==> config.mk <==
export PLATFORM = sky130hd
export DESIGN_NAME = csm_bank
export DESIGN_NICKNAME = d
export VERILOG_FILES = /design/src/hdl/csm_pkg.sv /design/src/hdl/csm_bank.sv /design/src/hdl/csm_cal_mem.sv /design/src/hdl/csm_frame_pace.sv
export SDC_FILE = /design/constraint.sdc
export NUM_CORES = 1
export LEC_CHECK = 0
export BUFFER_PORTS_ARGS = -buffer_cell sky130_fd_sc_hd__buf_2
export CORE_MARGIN = 2
export CORE_UTILIZATION = 40
export DETAILED_ROUTE_END_ITERATION = 8
export SKIP_CTS_REPAIR_TIMING = 1
export SYNTH_ARGS = -nofsm -noshare
export SYNTH_HDL_FRONTEND = slang
export SYNTH_SLANG_ARGS = --single-unit
==> constraint.sdc <==
create_clock -name clk_i -period 13.93 [get_ports clk_i]
set_input_delay 1.393 -clock clk_i [delete_from_list [all_inputs] [get_ports clk_i]]
set_output_delay 1.393 -clock clk_i [all_outputs]
set_load 0.01 [all_outputs]
==> src/hdl/csm_pkg.sv <==
package csm_pkg;

    // Channel count and widths
    localparam int NCH = 4;
    localparam int CNT_W = 10;
    localparam int CAL_BYTES = 3;
    localparam int CAL_WORDS = 24;

    ////////////////////////////////////////////////////////////////////////
    // Register offsets
    localparam logic [7:0] ADR_STBY = 8'h00;
    localparam logic [7:0] ADR_PROF_A = 8'h01;
    localparam logic [7:0] ADR_PROF_B = 8'h02;
    localparam logic [7:0] ADR_MAP = 8'h03;
    localparam logic [7:0] ADR_OFS [NCH] = '{8'h1E, 8'h21, 8'h2A, 8'h2D};
    localparam logic [7:0] ADR_GAIN [NCH] = '{8'h36, 8'h39, 8'h42, 8'h45};
    localparam logic [7:0] ADR_SYNC [NCH] = '{8'h4E, 8'h4F, 8'h52, 8'h53};
    localparam logic [7:0] ADR_DIAG_RX = 8'h56;
    localparam logic [7:0] ADR_DIAG_MUX = 8'h57;
    localparam logic [7:0] ADR_MOD_DEL = 8'h58;
    localparam logic [7:0] ADR_CHOP = 8'h59;
    localparam logic [7:0] ADR_STATUS = 8'h5F;

    ////////////////////////////////////////////////////////////////////////
    // Reset values
    localparam logic [7:0] RST_STBY = 8'h00;
    localparam logic [7:0] RST_PROF = 8'h0D;
    localparam logic [7:0] RST_MAP = 8'h00;
    localparam logic [7:0] RST_SYNC = 8'h00;
    localparam logic [7:0] RST_DIAG = 8'h00;
    localparam logic [7:0] RST_MOD_DEL = 8'h02;
    localparam logic [7:0] RST_CHOP = 8'h0A;
    localparam logic [7:0] RST_CAL = 8'h00;

    // Implemented bits; the rest are dropped on write, read as zero
    localparam logic [7:0] MSK_STBY = 8'h0F;
    localparam logic [7:0] MSK_PROF = 8'h0F;
    localparam logic [7:0] MSK_MAP = 8'h33;
    localparam logic [7:0] MSK_DIAG_RX = 8'h33;
    localparam logic [7:0] MSK_DIAG_MUX = 8'h77;
    localparam logic [7:0] MSK_NIBBLE = 8'h0F;

    // Field positions
    localparam int PROF_FILT_BIT = 3;
    localparam int MAP_BIT [NCH] = '{0, 1, 4, 5};
    localparam int HDR_REPEAT_BIT = 4;
    localparam int ST_CM_BIT = 6;
    localparam int ST_XTAL_BIT = 7;

    ////////////////////////////////////////////////////////////////////////
    // Carriers
    typedef struct packed {
        logic [7:0] addr;
        logic [7:0] wdata;
        logic wr;
        logic rd;
    } csm_bus_t;

    typedef struct packed {
        logic standby;
        logic sinc5;
        logic [2:0] dec;
    } csm_cfg_t;

    typedef struct packed {
        logic [7:0] hdr;
        logic [23:0] data;
    } csm_slot_t;

    // Decimation code to period mask (ratio minus one)
    function automatic logic [CNT_W-1:0] csm_dec_mask(input logic [2:0] code);
        unique case (code)
            3'h0: csm_dec_mask = 10'h01F;
            3'h1: csm_dec_mask = 10'h03F;
            3'h2: csm_dec_mask = 10'h07F;
            3'h3: csm_dec_mask = 10'h0FF;
            3'h4: csm_dec_mask = 10'h1FF;
            default: csm_dec_mask = 10'h3FF;
        endcase
    endfunction

endpackage

==> src/hdl/csm_bank.sv <==
// Overview of operation
// - Each channel has a standby bit at its own index; 1 is standby.
// - A standby channel keeps its slot in the output frame.
// - A standby slot is an all-zero header and 24 zero data bits.
// - Standby on channel 0 also turns off the common-mode output.
// - Standby on channel 2 also turns off crystal excitation.
// - Two profiles, A and B, each hold filter type and decimation.
// - Map bits 0, 1, 4, 5 pick profile per channel; 1 is B.
// - Frames are paced at the faster of the two profile rates.
// - Slow channels between results give zero data, repeat bit set.
// - Profile bit 3 picks wideband at 0, sinc5 at 1; resets to 1.
// - Decimation code 0..4 is x32..x512; 5, 6, 7 are x1024.
// - Profile register resets to 0x0D; bits above 3 unused.
module csm_bank
    import csm_pkg::*;
(
    // Clock and reset
    input wire logic clk_i,
    input wire logic sys_rst_i,
    // Register port
    input wire csm_bus_t bus_i,
    output logic [7:0] rdata_o,
    // Conversion results from the filters
    input wire logic [NCH-1:0][23:0] res_i,
    // Output frame
    output logic frame_o,
    output csm_slot_t [NCH-1:0] slot_o,
    // Per-channel configuration
    output csm_cfg_t [NCH-1:0] cfg_o,
    output logic [NCH-1:0][23:0] cal_offset_o,
    output logic [NCH-1:0][23:0] cal_gain_o,
    output logic [NCH-1:0][7:0] sync_phase_o,
    // Analog side controls
    output logic common_mode_voltage_output_en_o,
    output logic xtal_exc_en_o,
    output logic [7:0] diag_rx_o,
    output logic [7:0] diag_mux_o,
    output logic [7:0] mod_delay_o,
    output logic [7:0] chop_o
);

    ////////////////////////////////////////////////////////////////////////
    // Declarations

    logic [7:0] stby_r;
    logic [7:0] prof_a_r;
    logic [7:0] prof_b_r;
    logic [7:0] map_r;
    logic [NCH-1:0][7:0] sync_r;
    logic [7:0] diag_rx_r;
    logic [7:0] diag_mux_r;
    logic [7:0] mod_del_r;
    logic [7:0] chop_r;
    logic [7:0] rd_val;
    logic cal_hit;
    logic [4:0] cal_idx;
    logic [2*NCH-1:0][23:0] cal_w;
    logic [NCH-1:0] sel_b;
    logic pace_frame;
    logic [NCH-1:0] pace_fresh;
    logic [NCH-1:0] fresh_last_r;
    logic cm_en_r;
    logic xtal_en_r;
    csm_cfg_t [NCH-1:0] cfg_nxt;
    csm_cfg_t [NCH-1:0] cfg_r;
    csm_slot_t [NCH-1:0] slot_nxt;
    csm_slot_t [NCH-1:0] slot_r;
    logic frame_r;

    ////////////////////////////////////////////////////////////////////////
    // Write decode

    // Masks keep unused bits at zero, so reads never show junk that
    // software wrote there earlier
    // Standby bits; upper nibble is unused
    always_ff @(posedge clk_i or posedge sys_rst_i) begin
        if (sys_rst_i) begin
            stby_r <= RST_STBY;
        end else if (bus_i.wr && bus_i.addr == ADR_STBY) begin
            stby_r <= bus_i.wdata & MSK_STBY;
        end
    end

    // Profile A: filter bit plus decimation code
    always_ff @(posedge clk_i or posedge sys_rst_i) begin
        if (sys_rst_i) begin
            prof_a_r <= RST_PROF;
        end else if (bus_i.wr && bus_i.addr == ADR_PROF_A) begin
            prof_a_r <= bus_i.wdata & MSK_PROF;
        end
    end

    // Same mask as A, so both profiles read back alike
    // Profile B, same layout as A
    always_ff @(posedge clk_i or posedge sys_rst_i) begin
        if (sys_rst_i) begin
            prof_b_r <= RST_PROF;
        end else if (bus_i.wr && bus_i.addr == ADR_PROF_B) begin
            prof_b_r <= bus_i.wdata & MSK_PROF;
        end
    end

    // Channel to profile map
    always_ff @(posedge clk_i or posedge sys_rst_i) begin
        if (sys_rst_i) begin
            map_r <= RST_MAP;
        end else if (bus_i.wr && bus_i.addr == ADR_MAP) begin
            map_r <= bus_i.wdata & MSK_MAP;
        end
    end

    // Every bit is meaningful here, so no mask is applied
    // Sync phase offsets, full byte each
    for (genvar c = 0; c < NCH; c++) begin : g_sync
        always_ff @(posedge clk_i or posedge sys_rst_i) begin
            if (sys_rst_i) begin
                sync_r[c] <= RST_SYNC;
            end else if (bus_i.wr && bus_i.addr == ADR_SYNC[c]) begin
                sync_r[c] <= bus_i.wdata;
            end
        end
    end

    // Fields sit in both nibbles; the gaps between them stay zero
    // Diagnostic receive and mux selects
    always_ff @(posedge clk_i or posedge sys_rst_i) begin
        if (sys_rst_i) begin
            diag_rx_r <= RST_DIAG;
            diag_mux_r <= RST_DIAG;
        end else if (bus_i.wr) begin
            if (bus_i.addr == ADR_DIAG_RX) begin
                diag_rx_r <= bus_i.wdata & MSK_DIAG_RX;
            end
            if (bus_i.addr == ADR_DIAG_MUX) begin
                diag_mux_r <= bus_i.wdata & MSK_DIAG_MUX;
            end
        end
    end

    // Only the low nibble is kept; the upper half is unused
    // Modulator delay and chopping controls
    always_ff @(posedge clk_i or posedge sys_rst_i) begin
        if (sys_rst_i) begin
            mod_del_r <= RST_MOD_DEL;
            chop_r <= RST_CHOP;
        end else if (bus_i.wr) begin
            if (bus_i.addr == ADR_MOD_DEL) begin
                mod_del_r <= bus_i.wdata & MSK_NIBBLE;
            end
            if (bus_i.addr == ADR_CHOP) begin
                chop_r <= bus_i.wdata & MSK_NIBBLE;
            end
        end
    end

    ////////////////////////////////////////////////////////////////////////
    // Calibration byte decode

    // No byte is latched: a value written half way is seen by the
    // filters at once, so software writes calibration while idle
    // Offsets take words 0..3, gains 4..7, three bytes each
    always_comb begin
        cal_hit = 1'b0;
        cal_idx = '0;
        for (int c = 0; c < NCH; c++) begin
            for (int b = 0; b < CAL_BYTES; b++) begin
                if (bus_i.addr == ADR_OFS[c] + 8'(b)) begin
                    cal_hit = 1'b1;
                    cal_idx = 5'(CAL_BYTES * c + b);
                end
                if (bus_i.addr == ADR_GAIN[c] + 8'(b)) begin
                    cal_hit = 1'b1;
                    cal_idx = 5'(CAL_BYTES * (c + NCH) + b);
                end
            end
        end
    end

    ////////////////////////////////////////////////////////////////////////
    // Read path

    // The mux feeds the store's output flop, one cycle late, so no
    // decode logic sits between the registers and the read port
    // Unmapped and reserved addresses read zero
    always_comb begin
        rd_val = '0;
        case (bus_i.addr)
            ADR_STBY: rd_val = stby_r;
            ADR_PROF_A: rd_val = prof_a_r;
            ADR_PROF_B: rd_val = prof_b_r;
            ADR_MAP: rd_val = map_r;
            ADR_SYNC[0]: rd_val = sync_r[0];
            ADR_SYNC[1]: rd_val = sync_r[1];
            ADR_SYNC[2]: rd_val = sync_r[2];
            ADR_SYNC[3]: rd_val = sync_r[3];
            ADR_DIAG_RX: rd_val = diag_rx_r;
            ADR_DIAG_MUX: rd_val = diag_mux_r;
            ADR_MOD_DEL: rd_val = mod_del_r;
            ADR_CHOP: rd_val = chop_r;
            ADR_STATUS: begin
                rd_val[NCH-1:0] = fresh_last_r;
                rd_val[ST_CM_BIT] = cm_en_r;
                rd_val[ST_XTAL_BIT] = xtal_en_r;
            end
            default: rd_val = '0;
        endcase
    end

    // Calibration store; its read flop also returns the other registers
    csm_cal_mem u_cal (
        .clk_i(clk_i),
        .sys_rst_i(sys_rst_i),
        .wr_i(bus_i.wr),
        .rd_i(bus_i.rd),
        .hit_i(cal_hit),
        .idx_i(cal_idx),
        .wdata_i(bus_i.wdata),
        .alt_i(rd_val),
        .rdata_o(rdata_o),
        .cal_o(cal_w)
    );

    ////////////////////////////////////////////////////////////////////////
    // Profile selection

    // Each channel copies its profile into its own flop; the filters
    // see a new setting one cycle after the write
    // Pick each channel's profile from its map bit
    for (genvar c = 0; c < NCH; c++) begin : g_sel
        assign sel_b[c] = map_r[MAP_BIT[c]];
    end

    // Configuration handed to the filters, one flop per channel
    always_comb begin
        for (int c = 0; c < NCH; c++) begin
            cfg_nxt[c].standby = stby_r[c];
            if (sel_b[c]) begin
                cfg_nxt[c].sinc5 = prof_b_r[PROF_FILT_BIT];
                cfg_nxt[c].dec = prof_b_r[2:0];
            end else begin
                cfg_nxt[c].sinc5 = prof_a_r[PROF_FILT_BIT];
                cfg_nxt[c].dec = prof_a_r[2:0];
            end
        end
    end

    always_ff @(posedge clk_i or posedge sys_rst_i) begin
        if (sys_rst_i) begin
            cfg_r <= '0;
        end else begin
            cfg_r <= cfg_nxt;
        end
    end

    ////////////////////////////////////////////////////////////////////////
    // Power side effects

    // Enables follow the standby bits one cycle late; software must
    // not expect the pin to drop in the cycle of the write
    // Common-mode buffer lives in channel 0, crystal driver in channel 2
    always_ff @(posedge clk_i or posedge sys_rst_i) begin
        if (sys_rst_i) begin
            cm_en_r <= 1'b1;
            xtal_en_r <= 1'b1;
        end else begin
            cm_en_r <= ~stby_r[0];
            xtal_en_r <= ~stby_r[2];
        end
    end

    ////////////////////////////////////////////////////////////////////////
    // Frame pacing and slot build

    // The counter is not restarted on a rate change; every frame still
    // falls on a multiple of 32 cycles, so frames never crowd
    // Decode shared for both profiles lives in the pacer
    csm_frame_pace u_pace (
        .clk_i(clk_i),
        .sys_rst_i(sys_rst_i),
        .dec_a_i(prof_a_r[2:0]),
        .dec_b_i(prof_b_r[2:0]),
        .sel_b_i(sel_b),
        .frame_o(pace_frame),
        .fresh_o(pace_fresh)
    );

    // Stale slots keep their channel id so the host can still tell
    // them apart while the data word is zero
    // Slot content: standby zero, stale repeated, else live result
    always_comb begin
        for (int c = 0; c < NCH; c++) begin
            slot_nxt[c] = '0;
            if (stby_r[c]) begin
                slot_nxt[c] = '0;
            end else if (pace_fresh[c]) begin
                slot_nxt[c].hdr[2:0] = 3'(c);
                slot_nxt[c].data = res_i[c];
            end else begin
                slot_nxt[c].hdr[2:0] = 3'(c);
                slot_nxt[c].hdr[HDR_REPEAT_BIT] = 1'b1;
            end
        end
    end

    // Every slot updates on every frame, so positions never shift
    always_ff @(posedge clk_i or posedge sys_rst_i) begin
        if (sys_rst_i) begin
            slot_r <= '0;
            fresh_last_r <= '0;
        end else if (pace_frame) begin
            slot_r <= slot_nxt;
            fresh_last_r <= pace_fresh & ~stby_r[NCH-1:0];
        end
    end

    // Delayed by one flop to line up with the slot update
    // Frame strobe stands one cycle beside the new slots
    always_ff @(posedge clk_i or posedge sys_rst_i) begin
        if (sys_rst_i) begin
            frame_r <= 1'b0;
        end else begin
            frame_r <= pace_frame;
        end
    end

    ////////////////////////////////////////////////////////////////////////
    // Outputs, all straight from flops

    // Plain wires from flops; no logic between register and port
    assign frame_o = frame_r;
    assign slot_o = slot_r;
    assign cfg_o = cfg_r;
    assign cal_offset_o = cal_w[NCH-1:0];
    assign cal_gain_o = cal_w[2*NCH-1:NCH];
    assign sync_phase_o = sync_r;
    assign common_mode_voltage_output_en_o = cm_en_r;
    assign xtal_exc_en_o = xtal_en_r;
    assign diag_rx_o = diag_rx_r;
    assign diag_mux_o = diag_mux_r;
    assign mod_delay_o = mod_del_r;
    assign chop_o = chop_r;

endmodule // csm_bank

==> src/hdl/csm_cal_mem.sv <==
module csm_cal_mem
    import csm_pkg::*;
(
    // Clock and reset
    input wire logic clk_i,
    input wire logic sys_rst_i,
    // Byte access
    input wire logic wr_i,
    input wire logic rd_i,
    input wire logic hit_i,
    input wire logic [4:0] idx_i,
    input wire logic [7:0] wdata_i,
    input wire logic [7:0] alt_i,
    output logic [7:0] rdata_o,
    // Assembled values, offsets 0..3 then gains 0..3
    output logic [2*NCH-1:0][23:0] cal_o
);

    logic [7:0] mem_r [CAL_WORDS];

    // Byte store; cleared at reset so offsets start at zero
    always_ff @(posedge clk_i or posedge sys_rst_i) begin
        if (sys_rst_i) begin
            for (int i = 0; i < CAL_WORDS; i++) begin
                mem_r[i] <= RST_CAL;
            end
        end else if (wr_i && hit_i) begin
            mem_r[idx_i] <= wdata_i;
        end
    end

    // Read port also carries the bank's other registers out of one flop
    always_ff @(posedge clk_i or posedge sys_rst_i) begin
        if (sys_rst_i) begin
            rdata_o <= '0;
        end else if (rd_i) begin
            rdata_o <= hit_i ? mem_r[idx_i] : alt_i;
        end
    end

    // Most significant byte first
    for (genvar k = 0; k < 2 * NCH; k++) begin : g_word
        assign cal_o[k] = {mem_r[CAL_BYTES*k], mem_r[CAL_BYTES*k+1],
                           mem_r[CAL_BYTES*k+2]};
    end

endmodule // csm_cal_mem

==> src/hdl/csm_frame_pace.sv <==
module csm_frame_pace
    import csm_pkg::*;
(
    // Clock and reset
    input wire logic clk_i,
    input wire logic sys_rst_i,
    // Profile rates and channel mapping
    input wire logic [2:0] dec_a_i,
    input wire logic [2:0] dec_b_i,
    input wire logic [NCH-1:0] sel_b_i,
    // Pacing
    output logic frame_o,
    output logic [NCH-1:0] fresh_o
);

    logic [CNT_W-1:0] cnt_r;
    logic [CNT_W-1:0] mask_a;
    logic [CNT_W-1:0] mask_b;
    logic [CNT_W-1:0] mask_fast;

    assign mask_a = csm_dec_mask(dec_a_i);
    assign mask_b = csm_dec_mask(dec_b_i);
    // Masks are 2^n-1, so the AND is the faster of the two
    assign mask_fast = mask_a & mask_b;

    // Free running period counter, wraps at the slowest ratio
    always_ff @(posedge clk_i or posedge sys_rst_i) begin
        if (sys_rst_i) begin
            cnt_r <= '0;
        end else begin
            cnt_r <= cnt_r + 1'b1;
        end
    end

    // Frame at the fast rate; each channel fresh at its own rate
    always_ff @(posedge clk_i or posedge sys_rst_i) begin
        if (sys_rst_i) begin
            frame_o <= 1'b0;
            fresh_o <= '0;
        end else begin
            frame_o <= (cnt_r & mask_fast) == mask_fast;
            for (int c = 0; c < NCH; c++) begin
                fresh_o[c] <= sel_b_i[c] ? ((cnt_r & mask_b) == mask_b)
                                         : ((cnt_r & mask_a) == mask_a);
            end
        end
    end

endmodule // csm_frame_pace

# After elaboration in Yosys (flattened, before gate mapping)
# Cells that the tools add are included.
# word_totals
output_inout_bits	415
wordCells	223
ff_bits	420
inputBits	116
# op_classes
n_reduce_logical	17
bitwise_logic	9
add_sub_neg	1
n_eq_ne	47
order_cmp	2
n_mux	83
# ops
operator	count
$bwmux W192	1
$eq A8 B6 Y1 const B	16
$eq A8 B7 Y1 const B	15
$mux W24	5
$mux W5	22
$pmux W10 S5	2
$mux W26	2
$pmux W4 S13	1
$and A10 B10 Y10	4
$bmux W8 S5	1
$demux W8 S5	1
$mux W1	36
$mux W8	4
$eq A10 B10 Y1	3
$mux W25	1
$mux W4	5
$eq A8 B2 Y1 const B	2
$eq A8 B5 Y1 const B	2
$pmux W2 S7	1
$eq A3 B2 Y1 const B	4
$pmux W2 S6	1
$add A10 B1 Y10 const B	1
$logic_and A1 B1 Y1	10
$eq A8 B1 Y1 const B	1
other kinds (11)	18

# Logic depth before layout (Yosys ltp)
# Gate-level depths: netlist of run 1.
# logic_depth
word_depth	30
mapped_depth	12
ltp_nobuf	8

# Hierarchy
# From an unflattened synthesis of run 1, not the netlist that was laid out.
# hier_totals
hier_cells	1389
area_unflattened_um2	18711.7
# by_module_without_submodules
module	n_inst	seq_area_each_um2	area_each_um2	cells_per_inst
csm_cal_mem	1	5004.8	9401.5	662
csm_bank	1	4918.5	8505.7	654
csm_frame_pace	1	375.4	804.5	73

# Worst setup path after synthesis of run 1
# No wires, ideal clock.
# synth_path
kind	in2reg
startpoint	in bus_i[14] in the netlist's numbering
endpoint	reg u_cal.mem_r, in the netlist u_cal.cal_o[104]
arrival_ns	3.530
slack_ns	10.273
path_stages	11
setup_ns	0.128
n_path_buf	3
cell_sequence	buf_4 > buf_6 > nor4b_4 > nand2_2 > o21ai_2 > a21o_2 > and2_1 > buf_6 > nand3_4 > nor2_8 > mux2_1
# synth_via
elab_chain_len	30
# synth_lines
element	line_no	source
from (decl)	csm_bank.sv:21	input wire csm_bus_t bus_i,
$eq A8 B6 Y1	csm_bank.sv:171	if (bus_i.addr == ADR_GAIN[c] + 8'(b)) begin
$mux W4	csm_bank.sv:171	
$mux W5	csm_bank.sv:167	if (bus_i.addr == ADR_OFS[c] + 8'(b)) begin
$mux W5	csm_bank.sv:171	
$mux W5	csm_bank.sv:167	
$mux W5	csm_bank.sv:171	
$mux W5	csm_bank.sv:167	
$mux W5	csm_bank.sv:171	
[... 14 more ...]	-	
$mux W5	csm_bank.sv:167	
$mux W5	csm_bank.sv:171	
$not A5 Y6 (implied by the code)	csm_cal_mem.sv:28	mem_r[idx_i] <= wdata_i;
$ge A6 B6 Y1 (implied by the code) or $lt A6 B1 Y1 (tied branches)	csm_cal_mem.sv:28	
$logic_and A1 B1 Y1 (implied by the code)	csm_cal_mem.sv:28	
$mux W8 (implied by the code)	csm_cal_mem.sv:28	
$demux W8 S5	csm_cal_mem.sv:28	
$bwmux W192	csm_cal_mem.sv:28	
to (signal, indexed assignment)	csm_cal_mem.sv:28	
to (decl)	csm_cal_mem.sv:19	logic [7:0] mem_r [CAL_WORDS];
# Parallel ways exist; a longest one is shown, timed or not.
# A chain may end at the register's enable or synchronous reset.

# Worst setup path after layout of run 1
# layout_path
startpoint	in bus_i[13] in the netlist's numbering
endpoint	reg u_cal.rdata_o[6]
# layout_via
elab_chain_len	29
# layout_lines
element	line_no	source
$eq A8 B6 Y1	csm_bank.sv:171	
$mux W4	csm_bank.sv:171	
$mux W5	csm_bank.sv:167	
$mux W5	csm_bank.sv:171	
$mux W5	csm_bank.sv:167	
$mux W5	csm_bank.sv:171	
$mux W5	csm_bank.sv:167	
$mux W5	csm_bank.sv:171	
[... 12 more ...]	-	
$mux W5	csm_bank.sv:167	
$mux W5	csm_bank.sv:171	
$mux W5	csm_bank.sv:167	
$mux W5	csm_bank.sv:171	
$not A5 Y6 (implied by the code)	csm_cal_mem.sv:37	rdata_o <= hit_i ? mem_r[idx_i] : alt_i;
$bmux W8 S5	csm_cal_mem.sv:37	
$mux W8 (implied by the code) (2 in a row)	csm_cal_mem.sv:37	
$mux W8 *	csm_cal_mem.sv:37	
to (signal assigned)	csm_cal_mem.sv:37	
to (decl)	csm_cal_mem.sv:14	output logic [7:0] rdata_o,
# Every way passes the cells marked *; elsewhere a longest branch is shown, timed or not. The select of a mux whose other input is x is not followed.

==> flow_summary.ini, run 1 <==
[yosys]
synth_area_per_cell_um2 = 13.0
ys_seq_area_frac = 0.551
synth_flop_cell = dfrtp_1
yosysWarnings = 0
synth_edf_count = 0
ys_async_sr_fraction = 1.00
synth-seq-cells = 411
synthCells = 1442
synth.distinct_cells = 91
syn_area_um2 = 18700

[route]
dr_total_vias = 14591
dr_wl_met3_mm = 5.28
avgViaCountPerCell = 5.75
route.final.wire_length_mm = 68.1
first_iter_violations = 1499
dr_wl_met2_mm = 31.0
post-route-drc-count = 0
wl_per_cell_um = 26.8
met1_length_mm = 29.1
ant_nets = 0
highest_layer = met5
first_pass_iters = 5

[sta]
rsz0062_at_grt = no
post-route-period-util = 0.340
min_period_ps = 4740
finalSetupTns_ps = 0
hold_violations = 0
fin_skew_ps = 18.4
tightest_slew_ps = 1040
timing.fmax_mhz = 211
slew_viol_final = 0
setup_viol = 0
relSlewSlack = 0.305
fin_hold_ws_ps = 438

[placed_design]
portBuffers = 492
dpl.hpwl_mm = 49.3
gp_congestion = 0.930

[floorplanning]
dieHeight_um = 220
initial_core_util = 0.403
ios = 531
core_area_um2 = 46400
placementRows = 79
die_w_um = 220
dieArea_um2 = 48500

[setup_path]
ff2ff_setup_slack_ps = 11140
end_kind = flop
reg2reg_to = u_cal.rdata_o[1]
r2r.worst_path.cells = 7
crit_fanout = 45
required_ps = 14350
crit_path_start_kind = input port
crit_path_start = bus_i[13]
crit_type = input port to flop
r2r-start = prof_b_r[1]
endpoint = u_cal.rdata_o[6]
crit_arrival_ps = 5160

[outcome]
status = complete, no violations

[global_routing]
grt_max_degree = 146
gr-usage-all-layers = 0.273
grt_pass1_vias = 14257
antenna_found_initial = 6
grt_first_pass_wirelength_mm = 97.7
gr-total-overflow = 0

[layout]
layout_common_cells = buf_2, dfrtp_1, mux2_1, mux2_2, a22o_1
synthToLayoutAreaGrowth_pct = 22.8
fin_nets = 2011
final_common_cell = buf_2
drive_above_1_share = 0.397
fill_cells = 4210

[power]
p_leak_nw = 12.0
vdd_drop_max_uv = 78.1
p_per_area_nw_per_um2 = 124

[job]
drv_cap = 0

[clocking]
clock_sinks = 411
cts_tree = done
clock_path_buffers = 3
clock_latency_ps = 580
cts_root_buf = clkbuf_16
htree_levels = 2
clk_pin_slew_ps = 60
cts_buffers = 45

[worst_hold_path]
min-delay-start = u_pace.fresh_o[0]
hp-class = flop to flop
-- cell type report --
class,instances,area (um^2),share of cell area
Sequential cell,411,10300,0.448
Multi-Input combinational cell,917,7770,0.338
Timing Repair Buffer,507,2570,0.112
Inverter,12,53.8,0.00234
Antenna cell,2,5.00,0.000218
Clock buffer,72,1400,0.0610
Tap cell,607,759,0.0331
Clock inverter,10,108,0.00469
-- layer usage --
| metal | track usage | up-vias |
|---|---|---|
| met5 | 0 | - |
| met4 | 0.105 | 4 |
| met3 | 0.0584 | 144 |
| met2 | 0.419 | 683 |
| met1 | 0.380 | 7564 |
| li1 | - | 6196 |
-- worst max-delay path, cell delays in order --
cell and delay [ps]:
buf_2 370, nor2b_1 660, o211ai_1 280, and2_1 300, nand2_4 530, mux2i_1 410
o22ai_1 160, nor4_1 810, a211oi_1 170
-- report_power, final --
part | switching [mW] | total [mW] | internal [mW]
Sequential | 0.0547 | 1.32 | 1.27
Combinational | 0.190 | 0.320 | 0.130
Clock | 0.494 | 1.22 | 0.724
-- worst min-delay path by stage --
stage                  to  slack, ps  cells after the start
3_5_place_dp   slot_o[28]        430                      1
5_1_grt        slot_o[28]        450                      1
3_3_place_gp   slot_o[60]        420                      1
2_1_floorplan     frame_o        350                      0
4_1_cts        slot_o[28]        430                      1
6_report       slot_o[28]        440                      1
-- through the flow --
step | instance area [um^2] | power [mW] | setup slack, ps | std cells | utilization
2_1_floorplan | 18800 | 1.51 | 1120 | 1479 | -
6_report | 23000 | 2.86 | 9190 | 2538 | 0.495
5_1_grt | 23000 | 2.96 | 9030 | 2537 | 0.495
4_1_cts | 23000 | 2.88 | 9270 | 2536 | 0.495
3_3_place_gp | 21500 | 1.66 | 8730 | 2454 | 0.463
3_5_place_dp | 21500 | 1.66 | 8640 | 2454 | 0.463
-- state kept, by name, summed over array words and instances (netlist names) --
register / count
map_r: 4
mod_delay_o: 4
sync_phase_o: 32
u_pace.frame_o: 1
prof_b_r: 4
fresh_last_r: 4
cfg_o: 20
u_cal.cal_o: 192
u_pace.cnt_r: 10
diag_rx_o: 4
diag_mux_o: 6
chop_o: 4
slot_o: 103
frame_o: 1
prof_a_r: 4
stby_r: 4
u_pace.fresh_o: 4
common_mode_voltage_output_en_o: 1
xtal_exc_en_o: 1
u_cal.rdata_o: 8
-- cells by family after synthesis --
| logic type | after synthesis | synth area share |
|---|---|---|
| flops | 411 | 0.551 |
| compound gates | 274 | 0.115 |
| fa+ha+maj | 2 | 0.00120 |
| xor+xnor | 10 | 0.00468 |
| other cells | 1 | 0.000201 |
| mux | 325 | 0.194 |
| buf+inv | 151 | 0.0423 |
| simple gates | 268 | 0.0923 |
-- cell usage after synthesis (14+ instances only) --
master | n | area share
dfrtp_1 | 400 | 0.54
mux2_1 | 162 | 0.098
mux2_2 | 118 | 0.071
a22o_1 | 101 | 0.047
nand2_1 | 89 | 0.018
clkbuf_1 | 75 | 0.015
mux2i_1 | 43 | 0.023
buf_4 | 42 | 0.017
a21oi_1 | 34 | 0.0091
nand3_1 | 28 | 0.0075
nor2_1 | 27 | 0.0054
o22ai_1 | 18 | 0.0060
a22oi_1 | 16 | 0.0064
nand4_1 | 15 | 0.0050
nor2_4 | 14 | 0.0084
nor3_1 | 14 | 0.0037
No activity file was read; power rests on OpenSTA's default activity.
==> run 2, diff against run 1 <==
PLACE_DENSITY = 0.66   (was default)
clock period = 3.94 ns   (was 13.93 ns; I/O delays follow)
==> run 2 against run 1 <==
Against the previous run: clock skew shrank 5.8 ps; via count grew 1.3%; sequential power grew to 3.5 times the previous value; sequential cell count is the same; first-iteration DRC count shrank 6.3%; total power grew to 3.5 times the previous value; worst setup slack lost 8600 ps; global-route usage grew 0.23 points; sequential share of layout area shrank 0.18 points; worst hold slack lost 400 ps.
==> flow_summary.ini, run 2 (same netlist as run 1, synthesis figures left out) <==
[clocking]
clock_path_buffers = 3
cts_root_buf = clkbuf_16
clock_latency_ps = 570
cts_buffers = 45
clock_sinks = 411
cts_tree = done
clk_pin_slew_ps = 60
htree_levels = 2

[setup_path]
r2r.worst_path.cells = 7
required_ps = 4360
crit_type = input port to flop
r2r-start = map_r[0]
crit_path_start_kind = input port
crit_fanout = 23
reg2reg_to = u_cal.rdata_o[0]
cp_slowest_cell = nor4_1
crit_arrival_ps = 3730
max_stage_delay_ps = 760
crit_chain = buf_2 -> or3b_1 -> a2111oi_2 -> or2_1 -> nand2_1 -> o221ai_1 -> a31oi_1 -> nor4_1 -> a21oi_1
ff2ff_setup_slack_ps = 1170
end_kind = flop

[layout]
layout_common_cells = buf_2, dfrtp_1, mux2_1, mux2_2, a22o_1
synthToLayoutAreaGrowth_pct = 23.3
final_common_cell = buf_2
drive_above_1_share = 0.399
final_util = 0.497
fill_cells = 4117
largest_register_ff_count = 192
fin_nets = 2023
fin_cells = 2551

[placed_design]
placedCellCount = 2465
dpl.hpwl_mm = 49.9
gp_congestion = 0.969
portBuffers = 492

[worst_hold_path]
hold_depth = 2
hold_path_end = slot_o[4]
min-delay-start = res_i[4]
hp-class = input port to flop

[floorplanning]
dieArea_um2 = 48500
core_area_um2 = 46400
dieHeight_um = 220
initial_core_util = 0.403
ios = 531
placementRows = 79
die_w_um = 220

[route]
wl_per_cell_um = 26.9
first_pass_iters = 5
avgViaCountPerCell = 5.79
first_iter_violations = 1405
ant_nets = 0
route.final.wire_length_mm = 68.6
post-route-drc-count = 0
dr_total_vias = 14776

[sta]
slew_viol_final = 0
hold_violations = 0
timing.fmax_mhz = 302
min_period_ps = 3310
setup_viol = 0
fin_skew_ps = 12.6
post-route-period-util = 0.841
tightest_slew_ps = 1190
relSlewSlack = 0.210
rsz0062_at_grt = no
finalSetupTns_ps = 0

[global_routing]
gr-total-overflow = 0
grt_first_pass_wirelength_mm = 98.3
grt_max_degree = 117
grt_pass1_vias = 14415
antenna_found_initial = 9
gr-usage-all-layers = 0.276

[power]
vdd_drop_max_uv = 366
p_per_area_nw_per_um2 = 436
p_leak_nw = 12.1

[job]
drv_cap = 0

[outcome]
status = complete, no violations
## run 2: worst max-delay path by stage
stage	start	endpoint	slack (ps)	cells past startpoint
2_1_floorplan	sys_rst_i	cfg_o[0]	-1980	1
3_3_place_gp	bus_i[13]	u_cal.rdata_o[3]	320	9
3_5_place_dp	bus_i[13]	u_cal.rdata_o[5]	260	9
4_1_cts	bus_i[13]	u_cal.rdata_o[5]	850	9
5_1_grt	bus_i[13]	u_cal.rdata_o[3]	460	9
6_report	bus_i[13]	u_cal.rdata_o[3]	630	9
## run 2: cell type report
| class | instances | area [um^2] | share of cell area |
|---|---|---|---|
| Sequential cell | 411 | 10300 | 0.447 |
| Multi-Input combinational cell | 917 | 7770 | 0.337 |
| Timing Repair Buffer | 519 | 2710 | 0.117 |
| Clock buffer | 66 | 1320 | 0.0570 |
| Tap cell | 607 | 759 | 0.0329 |
| Clock inverter | 11 | 145 | 0.00629 |
| Inverter | 12 | 50.0 | 0.00217 |
| Antenna cell | 8 | 20.0 | 0.000868 |
## run 2: where the power goes
group	switching [mW]	internal, mW	total [mW]
Clock	1.73	2.50	4.23
Sequential	0.209	4.47	4.68
Combinational	0.672	0.472	1.14
Total	2.61	7.44	10.1
## run 2: stage by stage
stage               total power, mW  hold slack (ps)  setup slack (ps)  area [um^2]
floorplan                      5.34              352             -1980        18800
CTS                            10.1            -70.9               852        23000
global placement               5.87              421               325        21600
finish                         10.1             36.9               628        23100
global route                   10.4             27.0               461        23100
detailed placement             5.89              428               259        21600
## run 2: layer usage
layer  GRT usage  vias to the layer above  routed length [um]
met5           0                        -                   8
met4       0.106                        2                2400
met3      0.0639                      137                5590
met2       0.432                      734               32100
met1       0.372                     7702               28500
li1            -                     6201                   -
## run 2: worst max-delay path: cells and delay by family
family                 cells  cell delay [ps]
AO/OA/AOI/OAI              4             1150
AND/OR/NAND/NOR            4             1940
buffers and inverters      1              240
==> run 3, diff against run 2 <==
PLACE_DENSITY = default   (was 0.66)
clock period = 3.3 ns   (was 3.94 ns; I/O delays follow)
==> run 3 against run 2 <==
Against the previous run: the flow now finishes with violations (negative hold slack); global-route usage fell by 0.051 points; cell count rose by 3.8%; cell area rose by 4.3%; clock-buffer cell count fell by 5; first-iteration DRC count rose by 7.2%; largest cell class unchanged.
==> flow_summary.ini, run 3 (same netlist as run 1, synthesis figures left out) <==
[outcome]
status = complete, but fails checks
violations = negative hold slack

[placed_design]
placedCellCount = 2505
dpl.hpwl_mm = 50.4
placed_area_um2 = 21900
gp_congestion = 0.933
portBuffers = 492
pre_cts_slack_ps = 120

[route]
dr_total_vias = 15074
first_iter_violations = 1506
ant_nets = 0
avgViaCountPerCell = 5.69
first_pass_iters = 5
route.final.wire_length_mm = 68.6
wl_per_cell_um = 25.9
post-route-drc-count = 0

[power]
p_per_area_nw_per_um2 = 509
totalPowerFinal_mw = 12.2
comb_power_share = 0.121
vdd_drop_max_uv = 322
switchingPower_mw = 3.12
p_seq_frac = 0.456
clock_power_share = 0.423
swShare = 0.255
p_int_mw = 9.12
p_leak_nw = 12.6

[setup_path]
crit_fanout = 17
crit_arrival_ps = 3120
crit_buf_inv = 1
reg2reg_to = u_cal.rdata_o[1]
cp_top_family = compound AO/OA/AOI/OAI gates
crit_type = input port to flop
required_ps = 3720
max_stage_delay_ps = 630
end_kind = flop
crit_path_start_kind = input port
r2r.worst_path.cells = 7
crit_chain = buf_2 -> and3b_1 -> o211ai_1 -> o211ai_2 -> nor2_4 -> mux2i_1 -> o22ai_1 -> o21ai_0 -> a211oi_1
ff2ff_setup_slack_ps = 750
r2r-start = prof_b_r[1]
cp_slowest_cell = nor2_4

[floorplanning]
initial_core_util = 0.403
dieHeight_um = 220
dieArea_um2 = 48500
placementRows = 79
ios = 531
core_area_um2 = 46400
die_w_um = 220

[sta]
hold_violations = 3
tightest_slew_ps = 1240
timing.fmax_mhz = 370
rsz0062_at_grt = no
setup_viol = 0
min_period_ps = 2700
fin_skew_ps = 16.0
fin_hold_ws_ps = -5.09
slew_viol_final = 0
relSlewSlack = 0.173
setup_slack_ps = 599
post-route-period-util = 0.818

[layout]
fin_nets = 2123
fin_cells = 2649
final_common_cell = buf_2
layout_common_cells = buf_2, dfrtp_1, mux2_1, mux2_2, a22o_1
drive_above_1_share = 0.400
largest_register_ff_count = 192
stdcell_area_um2 = 24000
synthToLayoutAreaGrowth_pct = 28.6

[clocking]
clock_latency_ps = 570
cts_root_buf = clkbuf_16
clock_sinks = 411
cts_tree = done
cts_buffers = 45
clock_path_buffers = 3
clk_pin_slew_ps = 60
htree_levels = 2

[worst_hold_path]
min-delay-start = res_i[6]
hold_path_end = slot_o[6]
hold_depth = 2
hp-class = input port to flop

[global_routing]
grt_first_pass_wirelength_mm = 98.2
antenna_found_initial = 9
grt_pass1_vias = 14464
gr-usage-all-layers = 0.275
grt_max_degree = 87
gr-total-overflow = 0

[job]
drv_cap = 0
==> run 3: how the worst max path moves through the flow <==
stage,cells past startpoint,startpoint,slack (ps),to
2_1_floorplan,1,sys_rst_i,-2560,cfg_o[0]
3_3_place_gp,9,bus_i[13],140,u_cal.rdata_o[6]
3_5_place_dp,9,bus_i[13],120,u_cal.rdata_o[6]
4_1_cts,10,bus_i[14],750,u_cal.rdata_o[6]
5_1_grt,10,bus_i[14],540,u_cal.rdata_o[6]
6_report,9,bus_i[13],600,u_cal.rdata_o[6]
==> run 3: worst reg2reg max path: stages, from the launching register on <==
cell and delay, ps:
dfrtp_1 510, mux4_2 520, nand2_1 80, o311ai_0 240, nor3_1 450, o211ai_1 180, a311oi_1 300, a31oi_1 120
==> run 3: final cells by class <==
class | instances | area, um^2
well taps | 607 | 759
diodes | 5 | 12.5
repair buffers | 619 | 3660
inverters | 12 | 50.0
multi-input cells | 917 | 7770
clock buffers | 61 | 1260
fillers | 4095 | 22300
clock inverters | 17 | 245
flip-flops and latches | 411 | 10300
==> run 3: power groups by stage <==
stage | clock network, mW | registers, mW | logic (mW)
floorplan | 0 | 5.73 | 0.647
global placement | 0 | 5.65 | 1.40
detailed placement | 0 | 5.66 | 1.42
CTS | 5.27 | 5.57 | 1.43
global route | 5.48 | 5.61 | 1.60
finish | 5.18 | 5.58 | 1.49
==> run 3: through the flow <==
stage                      util  setup TNS, ps
after detailed placement  0.473              0
final                     0.519              0
after global placement    0.473              0
after floorplan               -       -1035660
after global routing      0.519              0
after CTS                 0.505              0
==> run 3: routing by layer <==
layer	up-vias	GRT usage	routed length (um)
met5	-	0	37
met4	6	0.110	2490
met3	132	0.0602	5690
met2	718	0.426	31900
met1	7789	0.376	28600
li1	6429	-	-
